--- config.mk ---
export PLATFORM = sky130hd
export DESIGN_NAME = pio_host_if
export DESIGN_NICKNAME = d
export VERILOG_FILES = /design/src/hw/pio_host_pkg.sv /design/src/hw/strobe_sync.sv /design/src/hw/pio_host_if.sv
export VERILOG_INCLUDE_DIRS = /design/src /design/src/hw
export SDC_FILE = /design/constraint.sdc
export NUM_CORES = 1
export LEC_CHECK = 0
export ABC_CLOCK_PERIOD_IN_PS = 2200
export BUFFER_PORTS_ARGS = -buffer_cell sky130_fd_sc_hd__buf_2
export CAP_MARGIN = 20
export CORE_MARGIN = 4
export CORE_UTILIZATION = 40
export CTS_BUF_LIST = sky130_fd_sc_hd__clkbuf_8
export DETAILED_ROUTE_END_ITERATION = 8
export PLACE_DENSITY = 0.58
export SYNTH_ARGS = -nofsm -noshare
export SYNTH_HDL_FRONTEND = slang
export SYNTH_HIERARCHICAL = 1
export SYNTH_SLANG_ARGS = --single-unit
--- constraint.sdc ---
create_clock -name i_clk -period 2.2 [get_ports i_clk]
set_input_delay 0.11 -clock i_clk [delete_from_list [all_inputs] [get_ports i_clk]]
set_output_delay 0.11 -clock i_clk [all_outputs]
set_load 0.02 [all_outputs]
--- src/hw/pio_host_regs.svh ---
// Constants for the counter/pio host bus interface
`ifndef PIO_HOST_REGS_SVH
`define PIO_HOST_REGS_SVH
`define SEL_PORT_C 2'h0
`define SEL_PORT_B 2'h1
`define SEL_PORT_A 2'h2
`define SEL_CTRL 2'h3
`define ADDR_BITS 6
`define REG_MIC 6'h00
`define REG_VECTOR 6'h02
`define REG_PORT_A 6'h0D
`define REG_PORT_B 6'h0E
`define REG_PORT_C 6'h0F
`define MIC_RESET_BIT 0
`define MIC_MIE_BIT 7
`define MIC_RJA_BIT 1
`define RESET_VAL 8'h01
`define ZERO_BYTE 8'h00
`define NUM_SRC 3
`define PIN_IDLE 23'h7F7C00
`endif

--- src/hw/pio_host_pkg.sv ---
// Types shared by the counter/pio host bus interface
package pio_host_pkg;
    typedef enum logic [1:0] {
        CTL_POINTER = 2'h1,
        CTL_TARGET = 2'h2
    } ctl_state_t;
    typedef enum logic [2:0] {
        BUS_IDLE = 3'h1,
        BUS_ACCESS = 3'h2,
        BUS_RECOVER = 3'h4
    } bus_state_t;
endpackage

--- src/hw/strobe_sync.sv ---
// Two-flop synchroniser for a group of asynchronous pins
`timescale 1ns/1ps
`default_nettype none
module strobe_sync #(
    parameter int WIDTH = 8
) (
    input wire logic i_clk,
    input wire logic i_rst_b,
    input wire logic [WIDTH-1:0] i_async,
    input wire logic [WIDTH-1:0] i_rst_val,
    output logic [WIDTH-1:0] o_sync
);
    if (WIDTH < 1)
    begin
        $error("WIDTH must be at least 1");
    end
    logic [WIDTH-1:0] meta_q;
    logic [WIDTH-1:0] meta_d;
    logic [WIDTH-1:0] sync_q;
    logic [WIDTH-1:0] sync_d;
    always_comb
    begin
        meta_d = i_async;
        sync_d = meta_q;
        if (!i_rst_b)
        begin
            meta_d = i_rst_val;
            sync_d = i_rst_val;
        end
    end
    always_ff @(posedge i_clk)
    begin
        meta_q <= meta_d;
        sync_q <= sync_d;
    end
    assign o_sync = sync_q;
endmodule
`default_nettype wire

--- src/hw/pio_host_if.sv ---
// Host bus interface of the counter/pio peripheral, both bus variants
//
// Functional notes
// - Multiplexed variant: address strobe edges time all transfers; host keeps it running.
// - Request asserts synchronous to the peripheral clock.
// - Multiplexed: address, chip select and ack cycle sampled while address strobe low.
// - chain_grant_out high only with chain_grant_in high and, out of reset, not servicing and no pending flag during acknowledge.
// - Open-drain service request low whenever a pending flag set, interrupts enabled and not in reset.
// - Both bus strobes low together resets the device.
// - Multiplexed: six address bits latched to pick the register, bits 5:0 with RJA, else bits 6:1.
// - Multiplexed read drives register while data strobe low; unknown address floats.
// - Multiplexed write captures bus data into addressed register on data strobe.
// - Multiplexed acknowledge with pending: grant low; vector driven and service flag set if granted.
// - Non-multiplexed control logic runs on the peripheral clock.
// - Two register select lines choose port C, B, A data or control.
// - Non-multiplexed register accesses respond only while chip select low; the acknowledge vector fetch does not need it.
// - Read strobe gates register, or vector in acknowledge if highest priority.
// - Non-multiplexed store strobe falling captures bus data into selected register.
// - Non-multiplexed acknowledge with pending: grant low; vector and service flag if granted.
// - Select 00 port C, 01 port B, 10 port A, 11 control.
// - Control accesses alternate pointer then target; any control read returns to pointer.
// - In reset only the reset bit responds; other writes ignored, reads zero.
`timescale 1ns/1ps
`default_nettype none
`include "pio_host_regs.svh"
module pio_host_if #(
    parameter int NSRC = `NUM_SRC
) (
    input wire logic i_clk,
    input wire logic i_rst_b,
    input wire logic i_mux_mode,
    input wire logic i_address_strobe_b,
    input wire logic i_data_strobe_b,
    input wire logic i_direction_in,
    input wire logic i_chip_select_b,
    input wire logic i_read_strobe_b,
    input wire logic i_store_strobe_b,
    input wire logic [1:0] i_register_select_lines,
    input wire logic i_ack_cycle_b,
    input wire logic i_chain_grant_in,
    input wire logic [7:0] i_bus_in,
    input wire logic [NSRC-1:0] i_event,
    output logic [7:0] o_bus_out,
    output logic o_bus_oe,
    output logic o_chain_grant_out,
    output logic o_service_request_out,
    output logic o_service_request_oe,
    output logic o_in_reset,
    output logic [7:0] o_port_a,
    output logic [7:0] o_port_b,
    output logic [7:0] o_port_c,
    output logic [NSRC-1:0] o_pending_flag,
    output logic [NSRC-1:0] o_service_flag
);
    if (NSRC < 1 || NSRC > 4)
    begin
        $error("NSRC must be 1 to 4");
    end
    // Pins are asynchronous to i_clk: synchronise all strobes and data
    logic [22:0] raw_pins;
    logic [22:0] pins;
    assign raw_pins = {i_address_strobe_b, i_data_strobe_b, i_direction_in, i_chip_select_b,
                       i_read_strobe_b, i_store_strobe_b, i_register_select_lines,
                       i_ack_cycle_b, i_chain_grant_in, i_bus_in, 5'h00};
    strobe_sync #(.WIDTH(23)) u_sync (
        .i_clk(i_clk),
        .i_rst_b(i_rst_b),
        .i_async(raw_pins),
        .i_rst_val(`PIN_IDLE),
        .o_sync(pins)
    );
    logic as_b, ds_b, dir, cs_b, rd_b, wr_b, ack_b, grant_in;
    logic [1:0] rsel;
    logic [7:0] bus;
    assign as_b = pins[22];
    assign ds_b = pins[21];
    assign dir = pins[20];
    assign cs_b = pins[19];
    assign rd_b = pins[18];
    assign wr_b = pins[17];
    assign rsel = pins[16:15];
    assign ack_b = pins[14];
    assign grant_in = pins[13];
    assign bus = pins[12:5];

    // Register state
    logic [7:0] mic_q, mic_d, vec_q, vec_d, pa_q, pa_d, pb_q, pb_d, pc_q, pc_d;
    logic [5:0] ptr_q, ptr_d, addr_q, addr_d;
    logic addr_cs_q, addr_cs_d, addr_ack_q, addr_ack_d;
    logic as_q, as_d, rd_q, rd_d, wr_q, wr_d, ds_q, ds_d;
    logic [NSRC-1:0] ip_q, ip_d, ius_q, ius_d;
    pio_host_pkg::ctl_state_t ctl_q, ctl_d;
    logic [7:0] out_q, out_d;
    logic oe_q, oe_d, vhold_q, vhold_d;

    logic in_reset, mie, strobe_reset, any_ip, any_ius;
    logic rd_fall, wr_fall, ds_fall, as_fall, ack_now;
    logic do_read, do_write, do_vector;
    logic [5:0] target;
    logic tgt_valid;
    logic [7:0] rdata;
    logic [1:0] hi_idx;
    assign in_reset = mic_q[`MIC_RESET_BIT];
    assign mie = mic_q[`MIC_MIE_BIT];
    assign any_ip = |ip_q;
    assign any_ius = |ius_q;
    assign strobe_reset = i_mux_mode ? (!as_b && !ds_b) : (!rd_b && !wr_b);
    assign as_fall = as_q && !as_b;
    assign ds_fall = ds_q && !ds_b;
    assign rd_fall = rd_q && !rd_b;
    assign wr_fall = wr_q && !wr_b;
    assign ack_now = i_mux_mode ? addr_ack_q : !ack_b;

    // Highest-priority pending source, lowest index wins
    always_comb
    begin
        hi_idx = 2'h0;
        for (int k = NSRC - 1; k >= 0; k--)
        begin
            if (ip_q[k])
                hi_idx = 2'(k);
        end
    end

    // Target selection for both variants
    always_comb
    begin
        target = ptr_q;
        if (i_mux_mode)
            target = addr_q;
        else
        begin
            case (rsel)
                `SEL_PORT_C: target = `REG_PORT_C;
                `SEL_PORT_B: target = `REG_PORT_B;
                `SEL_PORT_A: target = `REG_PORT_A;
                default: target = ptr_q;
            endcase
        end
        case (target)
            `REG_MIC, `REG_VECTOR, `REG_PORT_A, `REG_PORT_B, `REG_PORT_C: tgt_valid = 1'b1;
            default: tgt_valid = 1'b0;
        endcase
        case (target)
            `REG_MIC: rdata = mic_q;
            `REG_VECTOR: rdata = vec_q;
            `REG_PORT_A: rdata = pa_q;
            `REG_PORT_B: rdata = pb_q;
            `REG_PORT_C: rdata = pc_q;
            default: rdata = `ZERO_BYTE;
        endcase
        if (in_reset && target != `REG_MIC)
            rdata = `ZERO_BYTE;
        if (in_reset && target == `REG_MIC)
            rdata = {7'h00, mic_q[`MIC_RESET_BIT]};
    end

    // Access decode; pointer writes in the non-multiplexed control path are not register writes
    logic nm_ptr_phase;
    assign nm_ptr_phase = !i_mux_mode && rsel == `SEL_CTRL && ctl_q == pio_host_pkg::CTL_POINTER;
    // Fetch clears the pending bit, so a hold flag keeps the vector up for the whole strobe
    assign do_vector = ack_now && (any_ip || vhold_q) && grant_in
                       && (i_mux_mode ? !ds_b : !rd_b);
    assign do_read = !ack_now && (i_mux_mode ? (!ds_b && addr_cs_q && dir)
                                             : (!rd_b && !cs_b)) && tgt_valid;

    always_comb
    begin
        as_d = as_b;
        ds_d = ds_b;
        rd_d = rd_b;
        wr_d = wr_b;
        addr_d = addr_q;
        addr_cs_d = addr_cs_q;
        addr_ack_d = addr_ack_q;
        mic_d = mic_q;
        vec_d = vec_q;
        pa_d = pa_q;
        pb_d = pb_q;
        pc_d = pc_q;
        ptr_d = ptr_q;
        ctl_d = ctl_q;
        ip_d = ip_q;
        ius_d = ius_q;
        vhold_d = vhold_q && (i_mux_mode ? !ds_b : !rd_b);
        do_write = 1'b0;
        if (i_mux_mode && as_fall)
        begin
            // Address phase: with RJA bits 5:0, else bits 6:1
            addr_d = mic_q[`MIC_RJA_BIT] ? bus[5:0] : bus[6:1];
            addr_cs_d = !cs_b;
            addr_ack_d = !ack_b;
        end
        if (i_mux_mode)
            do_write = ds_fall && addr_cs_q && !dir && !addr_ack_q;
        else if (wr_fall && !cs_b && !ack_now)
        begin
            if (nm_ptr_phase)
            begin
                ptr_d = bus[5:0];
                ctl_d = pio_host_pkg::CTL_TARGET;
            end
            else
                do_write = 1'b1;
        end
        if (!i_mux_mode && rd_fall && !cs_b && !ack_now && rsel == `SEL_CTRL)
            ctl_d = pio_host_pkg::CTL_POINTER;
        if (!i_mux_mode && wr_fall && !cs_b && rsel == `SEL_CTRL && !nm_ptr_phase)
            ctl_d = pio_host_pkg::CTL_POINTER;
        if (do_write)
        begin
            if (in_reset)
            begin
                if (target == `REG_MIC)
                    mic_d[`MIC_RESET_BIT] = bus[`MIC_RESET_BIT];
            end
            else
            begin
                case (target)
                    `REG_MIC: mic_d = bus;
                    `REG_VECTOR: vec_d = bus;
                    `REG_PORT_A: pa_d = bus;
                    `REG_PORT_B: pb_d = bus;
                    `REG_PORT_C: pc_d = bus;
                    default: mic_d = mic_q;
                endcase
            end
        end
        // Pending flags set while running; the set wins over the vector fetch clear on the same edge, a strobe reset clears
        if (!in_reset && !(i_mux_mode && as_b && as_q && ds_b))
            ip_d = ip_q | i_event;
        // Vector fetch marks the highest pending source as under service
        if (ack_now && any_ip && grant_in && (i_mux_mode ? ds_fall : rd_fall))
        begin
            ius_d[hi_idx] = 1'b1;
            vhold_d = 1'b1;
            ip_d[hi_idx] = i_event[hi_idx];
        end
        if (strobe_reset)
        begin
            mic_d = `RESET_VAL;
            ptr_d = `REG_MIC;
            ctl_d = pio_host_pkg::CTL_POINTER;
            ip_d = '0;
            ius_d = '0;
            vhold_d = 1'b0;
        end
    end

    always_comb
    begin
        oe_d = do_read || do_vector;
        out_d = do_vector ? vec_q : rdata;
    end

    always_ff @(posedge i_clk)
    begin
        if (!i_rst_b)
        begin
            as_q <= 1'b1;
            ds_q <= 1'b1;
            rd_q <= 1'b1;
            wr_q <= 1'b1;
            addr_q <= `REG_MIC;
            addr_cs_q <= 1'b0;
            addr_ack_q <= 1'b0;
            mic_q <= `RESET_VAL;
            vec_q <= `ZERO_BYTE;
            pa_q <= `ZERO_BYTE;
            pb_q <= `ZERO_BYTE;
            pc_q <= `ZERO_BYTE;
            ptr_q <= `REG_MIC;
            ctl_q <= pio_host_pkg::CTL_POINTER;
            ip_q <= '0;
            ius_q <= '0;
            out_q <= `ZERO_BYTE;
            oe_q <= 1'b0;
            vhold_q <= 1'b0;
        end
        else
        begin
            as_q <= as_d;
            ds_q <= ds_d;
            rd_q <= rd_d;
            wr_q <= wr_d;
            addr_q <= addr_d;
            addr_cs_q <= addr_cs_d;
            addr_ack_q <= addr_ack_d;
            mic_q <= mic_d;
            vec_q <= vec_d;
            pa_q <= pa_d;
            pb_q <= pb_d;
            pc_q <= pc_d;
            ptr_q <= ptr_d;
            ctl_q <= ctl_d;
            ip_q <= ip_d;
            ius_q <= ius_d;
            out_q <= out_d;
            oe_q <= oe_d;
            vhold_q <= vhold_d;
        end
    end

    // Request and daisy chain are registered so they change only on i_clk
    logic req_q, grant_q;
    always_ff @(posedge i_clk)
    begin
        if (!i_rst_b)
        begin
            req_q <= 1'b0;
            grant_q <= 1'b0;
        end
        else
        begin
            req_q <= any_ip && mie && !in_reset;
            grant_q <= grant_in && (in_reset || (!any_ius && !(ack_now && any_ip)));
        end
    end
    assign o_service_request_out = 1'b0;
    assign o_service_request_oe = req_q;
    assign o_chain_grant_out = grant_q;
    assign o_bus_out = out_q;
    assign o_bus_oe = oe_q;
    assign o_in_reset = in_reset;
    assign o_port_a = pa_q;
    assign o_port_b = pb_q;
    assign o_port_c = pc_q;
    assign o_pending_flag = ip_q;
    assign o_service_flag = ius_q;
endmodule
`default_nettype wire

==> results.py <==
metrics = {
    "routing": {
        "routed_wl_microns": 11000,
        "routedWlPerCell_microns": 14.5,
        "vias": 3739,
        "drc": 0,
        "vias_per_cell": 4.95,
        "drt_iter0_drc": 184,
        "ant_nets": 0,
        "drt_pass1_iterations": 5,
    },
    "clock_tree": {
        "cts_max_path_buffers": 2,
        "tritoncts": "built",
        "clkSinkCount": 114,
        "path_clk_slew_ns": 0.07,
        "h-tree-depth": 4,
        "clockRootBuffer": "clkbuf_8",
        "numCtsBuffers": 17,
        "clk_latency_ns": 0.43,
    },
    "timing": {
        "tightest_slew_ns": 0.559,
        "max_freq_mhz": 470,
        "fin_crit_sh": 0.967,
        "fin_ws_ns": 0.0728,
        "setup_viol": 0,
        "hold_viol": 0,
        "slew_viol_final": 0,
        "finClkSkew_ns": 0.0147,
        "slew_headroom": 0.628,
        "fin_hold_ws_ns": 0.190,
        "period_minus_slack_ns": 2.13,
    },
    "die": {
        "initial_utilization": 0.408,
        "fp.dieW_microns": 119,
        "die_y_microns": 119,
        "die_area_sq_um": 14100,
        "fp-row-count": 40,
        "core_area_sq_um": 12000,
        "ios": 67,
    },
    "worst_setup_path": {
        "r2r_cells": 7,
        "cp_cell_sequence": "or4_1, o22ai_2, nand3_2, or4b_4, buf_6, mux2i_2, nor2b_1",
        "worstSetupPathType": "reg2reg",
        "max_stage_delay_ns": 0.54,
        "path_max_fanout": 8,
        "critPathSlowestCell": "or4_1",
        "regToRegSetupSlack_ns": 0.07,
        "r2r_end": "vec_q[2]$_SDFFE_PN0P_",
        "cp-startpoint": "ptr_q[2]$_SDFFE_PP0P_",
        "cp_num_cells": 7,
        "required_ns": 2.52,
        "cp.arrival_ns": 2.45,
        "critPathBufInv": 1,
        "cp_top_family": "simple AND/OR/NAND/NOR gates",
        "cp-end-kind": "flip-flop",
        "cp-start-kind": "flip-flop",
        "reg2reg_from": "ptr_q[2]$_SDFFE_PP0P_",
    },
    "power_and_ir_drop": {
        "peakVddDrop_v": 0.000367,
        "leakagePower_nw": 2.97,
        "netSwitchingFraction": 0.226,
        "p_switching_mw": 1.07,
        "comb_power_share": 0.090,
        "power_frac_seq": 0.467,
        "clockPowerShare": 0.443,
        "p_int_mw": 3.69,
        "powerDensity_nw_per_um2": 768,
    },
    "cells_and_area": {
        "area_delta_synth_final_pct": 26.3,
        "fin_nets": 620,
        "mostFrequentLayoutCells": "dfxtp_1, buf_2, mux2i_1",
        "fin_area_sq_um": 6200,
        "num_antenna_cells": 0,
        "fin_util": 0.516,
        "final_common_cell": "dfxtp_1",
        "fin_cells": 756,
        "drive_gt1_frac": 0.282,
    },
    "placement": {
        "place_congestion": 0.821,
        "place_inst": 702,
        "pre_cts_slack_ns": 0.0159,
        "io_buffers": 65,
        "hpwl_microns": 7710,
        "placed_cell_area_sq_um": 5510,
    },
    "worst_hold_path": {
        "hp-class": "in2reg",
        "worstHoldStart": "i_rst_b",
        "min_to": "addr_q[0]$_SDFFE_PN0P_",
        "hold_depth": 2,
    },
    "grt": {
        "grt_pass1_wl_microns": 18100,
        "grt_use_met3": 0.0464,
        "antenna_found_initial": 0,
        "use_met1": 0.201,
        "grt_usage": 0.161,
        "grt_busiest_layer": "met2",
        "gr-total-overflow": 0,
        "grt_max_degree": 55,
        "use_met2": 0.264,
        "first_global_vias": 3665,
    },
    "synthesis": {
        "synthCells": 463,
        "syn_area_sq_um": 4910,
        "ys_warn_count": 6,
        "avgSynthCellArea_sq_um": 10.6,
    },
    "outcome": {
        "status": "finished clean",
    },
    "job": {
        "drv_cap": 0,
    },
}
-- layer usage --
metal	share of wire	wire, microns
met1	0.45	4960
met2	0.48	5310
met3	0.054	596
met4	0.0093	102
met5	0	0
-- worst register-to-register path, delay by kind of cell (launching register included) --
family | cells | cell delay (ns)
muxes | 1 | 0.17
and+or+nand+nor | 4 | 1.23
DFF | 1 | 0.32
buffers and inverters | 1 | 0.17
AOI/OAI and AO/OA | 1 | 0.12
-- final cells by class --
class / count / area, sq um
Clock buffer: 20 / 275
Multi-Input combinational cell: 350 / 2550
Fill cell: 1098 / 5810
Inverter: 4 / 15.0
Tap cell: 147 / 184
Sequential cell: 114 / 2280
Timing Repair Buffer: 109 / 727
Clock inverter: 12 / 163
-- state kept, by name, indices dropped and copies added (netlist names), named ones only --
name,flops
o_pending_flag,3
addr_cs_q,1
mic_q,7
u_sync/meta_q,18
o_port_a,8
o_bus_out,8
wr_q,1
u_sync/o_sync,18
addr_q,6
vhold_q,1
o_service_flag,3
ds_q,1
o_chain_grant_out,1
ptr_q,6
as_q,1
o_service_request_oe,1
rd_q,1
o_port_c,8
o_port_b,8
addr_ack_q,1
o_bus_oe,1
vec_q,8
ctl_q,2
-- power groups by stage --
stage	Sequential, mW	Clock (mW)	Combinational (mW)
detailed placement	2.27	0	0.390
finish	2.22	2.11	0.430
global route	2.23	2.24	0.468
floorplan	2.23	0	0.305
CTS	2.22	2.17	0.420
global placement	2.26	0	0.384
-- worst max-delay path by stage --
stage | to | slack [ns]
after floorplan | vec_q[0]$_SDFFE_PN0P_ | 0.22
after global placement | o_port_a[7]$_SDFFE_PN0P_ | 0.08
after detailed placement | vec_q[5]$_SDFFE_PN0P_ | 0.02
after CTS | vec_q[2]$_SDFFE_PN0P_ | 0.006
after global routing | vec_q[4]$_SDFFE_PN0P_ | -0.003
final | vec_q[2]$_SDFFE_PN0P_ | 0.07
-- what timing repair did --
| action | in CTS | in global routing |
|---|---|---|
| setup buffers | 0 | 1 |
| hold endpoints to repair | 21 | 0 |
| endpoints found under the setup margin | 0 | 19 |
| gates resized for setup | 0 | 7 |
| hold buffers | 21 | 0 |
-- through the flow --
stage | TNS (ns) | power [mW]
after floorplan | 0 | 2.54
after global placement | 0 | 2.65
after detailed placement | 0 | 2.66
after CTS | 0 | 4.81
after global routing | -0.00326 | 4.95
final | 0 | 4.76
No activity file was read; power rests on OpenSTA's default activity.
